==> src/verilog/rdim_defs.vh <==
// Register offsets, field positions and reset values for the interrupt mask logic.
// Assumes an 8-bit register port with byte offsets as printed.
`ifndef RDIM_DEFS_VH
`define RDIM_DEFS_VH
// =====================================================================
// Register offsets
`define RDIM_ADDR_W          16
`define RDIM_OFS_REF_LOW     16'h0080
`define RDIM_OFS_REF_HIGH    16'h0081
`define RDIM_OFS_LOOP        16'h0082
`define RDIM_OFS_REF_MON0    16'h0084
`define RDIM_OFS_LOOP_MON0   16'h0094
`define RDIM_OFS_REF_ACTIVE  16'h0182
`define RDIM_OFS_REF_ACTHI   16'h0183
`define RDIM_OFS_LOOP_ACTIVE 16'h0184
// =====================================================================
// Field layout and reset values
`define RDIM_NUM_REF         10
`define RDIM_NUM_LOOP        4
`define RDIM_MON_W           5
`define RDIM_REF_HIGH_MASK   8'h03
`define RDIM_LOOP_MASK       8'h0F
`define RDIM_MON_MASK        8'h1F
`define RDIM_RST_VAL         8'h00
`endif

==> src/verilog/rdim_irq_mask.v <==
// Interrupt mask logic: reference and loop masks, monitor masks, failure flags, interrupt pin.
// Assumes monitor status inputs come from logic on the same clock and a simple
// synchronous 8-bit register port driven by the host interface logic.
// Function
// - Eight-bit mask register, bit N gates interrupts for reference N, 0..7.
// - Reference masks only matter while the interrupt output function is enabled.
// - Mask bit zero: reference change neither raises interrupt nor sets its flag.
// - Mask bit one: qualifying reference changes raise interrupt and set flag.
// - Per-reference monitor mask selects which status changes qualify.
// - Second mask register holds references 8 and 9; bits 7:2 reserved.
// - Loop mask bits 3:0 for loops 0..3, 7:4 reserved, used only when enabled.
// - Loop mask bit zero: loop change neither raises interrupt nor sets flag.
// - Loop mask bit one: qualifying loop changes raise interrupt and set flag.
// - Per-loop monitor mask selects which loop status changes qualify.
// - Reference monitor mask bits: los, scm, cfm, gst, pfm; one unmasks.
`timescale 1ns/10ps
`include "rdim_defs.vh"

module rdim_irq_mask #(
  parameter NREF  = `RDIM_NUM_REF,
  parameter NLOOP = `RDIM_NUM_LOOP,
  parameter MONW  = `RDIM_MON_W
) (
  input  wire                      clock,
  input  wire                      rst,
  input  wire                      irqEnable,
  input  wire [NREF*MONW-1:0]      refStatus,
  input  wire [NLOOP*MONW-1:0]     loopStatus,
  input  wire                      regWrite,
  input  wire                      regRead,
  input  wire [`RDIM_ADDR_W-1:0]   regAddr,
  input  wire [7:0]                regWdata,
  output reg  [7:0]                regRdata,
  output reg                       irqPin,
  output reg  [NREF-1:0]           refFail,
  output reg  [NLOOP-1:0]          loopFail
);

  // =====================================================================
  // Register storage and change history
  reg [7:0]            refMaskLow_r;
  reg [7:0]            refMaskHigh_r;
  reg [7:0]            loopMask_r;
  reg [7:0]            refMon_r  [0:NREF-1];
  reg [7:0]            loopMon_r [0:NLOOP-1];
  reg [NREF*MONW-1:0]  refPrev_r;
  reg [NLOOP*MONW-1:0] loopPrev_r;
  reg [7:0]            rdMux;
  integer              kw;
  integer              kr;

  // =====================================================================
  // Address decode
  // Each register address is compared in one place; the write path, the
  // flag clears and the read mux all work from these selects.
  wire                 selRefLow;
  wire                 selRefHigh;
  wire                 selLoop;
  wire                 selRefAct;
  wire                 selRefActHi;
  wire                 selLoopAct;
  wire [NREF-1:0]      selRefMon;
  wire [NLOOP-1:0]     selLoopMon;

  assign selRefLow   = (regAddr == `RDIM_OFS_REF_LOW);
  assign selRefHigh  = (regAddr == `RDIM_OFS_REF_HIGH);
  assign selLoop     = (regAddr == `RDIM_OFS_LOOP);
  assign selRefAct   = (regAddr == `RDIM_OFS_REF_ACTIVE);
  assign selRefActHi = (regAddr == `RDIM_OFS_REF_ACTHI);
  assign selLoopAct  = (regAddr == `RDIM_OFS_LOOP_ACTIVE);

  // =====================================================================
  // Event and flag wiring
  wire [15:0]          refMaskAll;
  wire [15:0]          refClrAll;
  wire [7:0]           loopClrAll;
  wire [15:0]          refFailAll;
  wire [7:0]           loopFailAll;
  wire [NREF-1:0]      refEvent;
  wire [NLOOP-1:0]     loopEvent;
  wire [NREF-1:0]      refFail_nxt;
  wire [NLOOP-1:0]     loopFail_nxt;

  assign refMaskAll  = {refMaskHigh_r, refMaskLow_r};
  // Flags clear by writing one to their bit; a write that does not address
  // a flag register contributes no ones.
  assign refClrAll   = {((regWrite && selRefActHi) ? regWdata : 8'h00),
                        ((regWrite && selRefAct) ? regWdata : 8'h00)};
  assign loopClrAll  = (regWrite && selLoopAct) ? regWdata : 8'h00;
  assign refFailAll  = {{(16-NREF){1'b0}}, refFail};
  assign loopFailAll = {{(8-NLOOP){1'b0}}, loopFail};

  // =====================================================================
  // Mask registers
  always @(posedge clock) begin
    if (rst) begin
      refMaskLow_r  <= `RDIM_RST_VAL;
      refMaskHigh_r <= `RDIM_RST_VAL;
      loopMask_r    <= `RDIM_RST_VAL;
    end else if (regWrite) begin
      if (selRefLow) begin
        refMaskLow_r <= regWdata;
      end else if (selRefHigh) begin
        refMaskHigh_r <= regWdata & `RDIM_REF_HIGH_MASK;
      end else if (selLoop) begin
        loopMask_r <= regWdata & `RDIM_LOOP_MASK;
      end
    end
  end

  // Monitor masks keep only the five source enables; the reserved upper
  // bits are dropped on write so that they always read back as zero.
  always @(posedge clock) begin
    if (rst) begin
      for (kw = 0; kw < NREF; kw = kw + 1) begin
        refMon_r[kw] <= `RDIM_RST_VAL;
      end
      for (kw = 0; kw < NLOOP; kw = kw + 1) begin
        loopMon_r[kw] <= `RDIM_RST_VAL;
      end
    end else if (regWrite) begin
      for (kw = 0; kw < NREF; kw = kw + 1) begin
        if (selRefMon[kw]) begin
          refMon_r[kw] <= regWdata & `RDIM_MON_MASK;
        end
      end
      for (kw = 0; kw < NLOOP; kw = kw + 1) begin
        if (selLoopMon[kw]) begin
          loopMon_r[kw] <= regWdata & `RDIM_MON_MASK;
        end
      end
    end
  end

  // The previous-cycle copies follow the status inputs through reset as well,
  // so a source that is already active when reset ends is not seen as a change.
  always @(posedge clock) begin
    refPrev_r  <= refStatus;
    loopPrev_r <= loopStatus;
  end

  // =====================================================================
  // Per-reference change detection and failure flags
  // A change is any edge of a status source; both directions count so that
  // recovery is reported as well as failure.
  genvar gi;
  generate
    for (gi = 0; gi < NREF; gi = gi + 1) begin : gRef
      localparam [31:0] MON_ADR = `RDIM_OFS_REF_MON0 + gi;
      wire [MONW-1:0] chg = refStatus[gi*MONW +: MONW] ^ refPrev_r[gi*MONW +: MONW];
      assign selRefMon[gi] = (regAddr == MON_ADR[`RDIM_ADDR_W-1:0]);
      assign refEvent[gi] = irqEnable && refMaskAll[gi] && |(chg & refMon_r[gi][MONW-1:0]);
      // A new event wins over a clear written in the same cycle.
      assign refFail_nxt[gi] = refEvent[gi] ? 1'b1 :
        (refClrAll[gi] ? 1'b0 : refFail[gi]);
    end

    // Per-loop change detection and failure flags
    for (gi = 0; gi < NLOOP; gi = gi + 1) begin : gLoop
      localparam [31:0] MON_ADR = `RDIM_OFS_LOOP_MON0 + gi;
      wire [MONW-1:0] chg = loopStatus[gi*MONW +: MONW] ^ loopPrev_r[gi*MONW +: MONW];
      assign selLoopMon[gi] = (regAddr == MON_ADR[`RDIM_ADDR_W-1:0]);
      assign loopEvent[gi] = irqEnable && loopMask_r[gi] && |(chg & loopMon_r[gi][MONW-1:0]);
      // A new event wins over a clear written in the same cycle.
      assign loopFail_nxt[gi] = loopEvent[gi] ? 1'b1 :
        (loopClrAll[gi] ? 1'b0 : loopFail[gi]);
    end
  endgenerate

  // =====================================================================
  // Failure flags and interrupt pin
  // The pin is registered from the next flag values so that it changes on
  // the same edge as the flags and never lags them by a cycle.
  always @(posedge clock) begin
    if (rst) begin
      refFail  <= {NREF{1'b0}};
      loopFail <= {NLOOP{1'b0}};
      irqPin   <= 1'b0;
    end else begin
      refFail  <= refFail_nxt;
      loopFail <= loopFail_nxt;
      irqPin   <= (|refFail_nxt) | (|loopFail_nxt);
    end
  end

  // =====================================================================
  // Read port
  // Data is registered on the read strobe and holds until the next read;
  // unmapped addresses read zero.
  always @* begin
    rdMux = 8'h00;
    if (selRefLow) begin
      rdMux = refMaskLow_r;
    end else if (selRefHigh) begin
      rdMux = refMaskHigh_r;
    end else if (selLoop) begin
      rdMux = loopMask_r;
    end else if (selRefAct) begin
      rdMux = refFailAll[7:0];
    end else if (selRefActHi) begin
      rdMux = refFailAll[15:8];
    end else if (selLoopAct) begin
      rdMux = loopFailAll;
    end else begin
      for (kr = 0; kr < NREF; kr = kr + 1) begin
        if (selRefMon[kr]) begin
          rdMux = refMon_r[kr];
        end
      end
      for (kr = 0; kr < NLOOP; kr = kr + 1) begin
        if (selLoopMon[kr]) begin
          rdMux = loopMon_r[kr];
        end
      end
    end
  end

  always @(posedge clock) begin
    if (rst) begin
      regRdata <= `RDIM_RST_VAL;
    end else if (regRead) begin
      regRdata <= rdMux;
    end
  end

endmodule

==> config.mk <==
export PLATFORM = sky130hd
export DESIGN_NAME = rdim_irq_mask
export DESIGN_NICKNAME = d
export VERILOG_FILES = /design/src/verilog/rdim_irq_mask.v
export VERILOG_INCLUDE_DIRS = /design/src /design/src/verilog
export SDC_FILE = /design/constraint.sdc
export NUM_CORES = 1
export LEC_CHECK = 0
export ABC_AREA = 1
export BUFFER_PORTS_ARGS = -buffer_cell sky130_fd_sc_hd__buf_4
export CORE_ASPECT_RATIO = 0.8
export CORE_MARGIN = 2
export CORE_UTILIZATION = 60
export DETAILED_ROUTE_END_ITERATION = 6
export PLACE_DENSITY = 0.84
export SYNTH_ARGS = -nofsm -noshare
export SYNTH_HDL_FRONTEND = slang
export SYNTH_SLANG_ARGS = --single-unit
==> constraint.sdc <==
create_clock -name clock -period 5 [get_ports clock]
set_clock_uncertainty 0.2 [all_clocks]
set_input_delay 0.75 -clock clock [delete_from_list [all_inputs] [get_ports clock]]
set_output_delay 0.75 -clock clock [all_outputs]
set_load 0.01 [all_outputs]
==> flow_summary.yaml <==
drt:
  routed_wl_mm: 20.5
  drtIter0Drc: 809
  via_count: 6861
  wl_per_cell_um: 17.1
  dr.pass1.iters: 5
  viasPerCell: 5.72
  ant_nets: 0
  drcViolationCount: 0
clock_tree:
  ctsResizeCount: 0
  cts.sinks: 177
  clkTransAtPathRegs_ps: 70
  cts_setup_buffers: 0
  cts.path.max_buffers: 2
  cts_tree: "yes"
  cts_buffers: 17
  clock_latency_ps: 430
  ctsHoldBuffers: 0
  htreeDepth: 4
  root_buffer: "clkbuf_16"
synth:
  syn_area_um2: 7720
  yosysWarnings: 0
  syn_nets: 992
  yosysSeqAreaShare: 0.550
  yosys_register_bits: 177
  synthCells: 893
  synth.distinct_cells: 42
  syn_avg_cell_area_um2: 8.64
sta:
  setup_slack_ps: 2050
  rsz0062_at_grt: "no"
  fmax_mhz: 340
  hold_viol: 0
  period_needed_ps: 2950
  timing.final.max_slew_violations: 0
  worst_slew_pin_slew_ps: 771
  setup_viol: 0
  max_slew_margin: 0.480
  fin_crit_sh: 0.589
  tns_ps: 0
cells_and_area:
  layout_commonest_cell: "nor2_1"
  final_cell_mix: "nor2_1, nand2_1, buf_4, dfxtp_1"
  n_antenna_cell: 0
  drive_above_1_share: 0.207
  fillers: 934
  area_growth_syn_to_layout_pct: 21.1
  fin_nets: 1111
setup_path:
  cp_data_arrival_time_ps: 3050
  cp-start-kind: "input port"
  path_class: "input port to flip-flop"
  cp_data_required_time_ps: 5100
  crit_path_end_kind: "flip-flop"
  path_max_fanout: 11
global_route:
  first_global_vias: 6255
  grt_first_pass_wirelength_mm: 32.0
  grt_use_total: 0.305
  gr-total-overflow: 0
  grt_max_degree: 38
  antenna_found_initial: 0
floorplan:
  rows: 37
  die_y_um: 105
  initial_core_util: 0.606
  core_um2: 12700
  ios: 122
  die_x_um: 131
  die-area_um2: 13800
power_and_ir_drop:
  p_leak_nw: 3.89
  max-vdd-ir-drop_mv: 0.272
  p_per_area_nw_per_um2: 336
min_path:
  hold_class: "input port to flip-flop"
run_status:
  status: "finished clean"
placed_design:
  portBuffers: 121
  gp_congestion: 0.975
  dp_slack_ps: 1770
  hpwlAfterDp_mm: 14.8
flow_run:
  maxCapViolations: 0
## metal layers
metal	wire [um]	vias up	track usage
met1	8680	3172	0.438
met3	2230	25	0.0655
met5	0	-	0
met2	9320	418	0.475
li1	-	3246	-
met4	286	0	0.0752
## cells by family (layout without fill, tap and decap cells)
| kind of cell | count (synthesis) | after routing | synth area share |
|---|---|---|---|
| AOI/OAI and AO/OA | 160 | 160 | 0.113 |
| and+or+nand+nor | 406 | 406 | 0.240 |
| xor gates and xnor gates | 32 | 32 | 0.0363 |
| DFF | 177 | 177 | 0.550 |
| buffers and inverters | 117 | 249 | 0.0587 |
| muxes | 1 | 1 | 0.00130 |
## path summary, 6_finish.rpt
kind / start / endpoint / slack [ps] / cells after the start
worst min-delay path: refStatus[16] / refPrev_r[16]$_DFF_P_ / 230 / 1
worst max-delay path: regAddr[11] / irqPin$_SDFF_PP0_ / 2050 / 11
worst max register to register: refPrev_r[11]$_DFF_P_ / irqPin$_SDFF_PP0_ / 2690 / 7
worst min register to register: regRdata[1]$_SDFFE_PP0P_ / regRdata[1]$_SDFFE_PP0P_ / 270 / 2
## where the power goes
group	leakage (nW)	total, mW	switching [mW]	internal, mW
combinational	2.06	0.233	0.138	0.0951
clock	0.282	1.31	0.570	0.743
sequential	1.55	1.60	0.0362	1.56
## metrics by stage
stage	util	cells	instance area [um2]	hold slack, ps	power [mW]
final	0.734	1200	9340	235	3.14
after floorplan	-	893	7720	249	1.72
after global placement	0.688	1168	8760	261	1.84
after CTS	0.734	1200	9340	227	3.14
after global routing	0.734	1200	9340	221	3.24
after detailed placement	0.688	1168	8760	264	1.85
## registers in the layout (all words and copies together) (netlist names)
| name | flops |
|---|---|
| irqPin | 1 |
| loopFail | 4 |
| loopMask_r | 4 |
| loopMon_r | 20 |
| loopPrev_r | 20 |
| refFail | 10 |
| refMaskHigh_r | 2 |
| refMaskLow_r | 8 |
| refMon_r | 50 |
| refPrev_r | 50 |
| regRdata | 8 |
## layout make-up
type | instances | area (um2) | share of cell area
Sequential cell | 177 | 4240 | 0.454
Multi-Input combinational cell | 599 | 3020 | 0.323
Timing Repair Buffer | 122 | 916 | 0.0980
Clock buffer | 18 | 429 | 0.0459
Inverter | 95 | 359 | 0.0384
Tap cell | 175 | 219 | 0.0234
Clock inverter | 14 | 155 | 0.0166
## Yosys cell counts, drive strengths merged
library cell	instances	area [um2]
mux2i	1	10.0
o21ai	73	365
nor2	153	631
nor4	6	58.8
o211ai	7	52.6
a22o	1	8.76
buf	6	33.8
xor2	32	280
a32o	1	10.0
nand2	138	548
clkinv	6	25.0
inv	89	334
edfxtp	70	2100
o21bai	1	7.51
nor3	11	60.1
nand3	51	260
or2	12	77.6
o31ai	1	7.51
nor3b	1	7.51
o2111ai	3	26.3
a31oi	3	18.8
nand4	34	213
clkbuf	16	60.1
a21oi	60	304
a211oi	10	75.1
dfxtp	107	2140
## critical path: stages
cell and delay, ps:
buf_4 110, nor2_2 210, inv_1 100, nor4_4 280
inv_2 120, nor2_2 440, nand2_4 130, o21ai_1 140
o21ai_1 120, nor4_1 510, a21oi_1 140
Power figures use the tool's default switching activity.
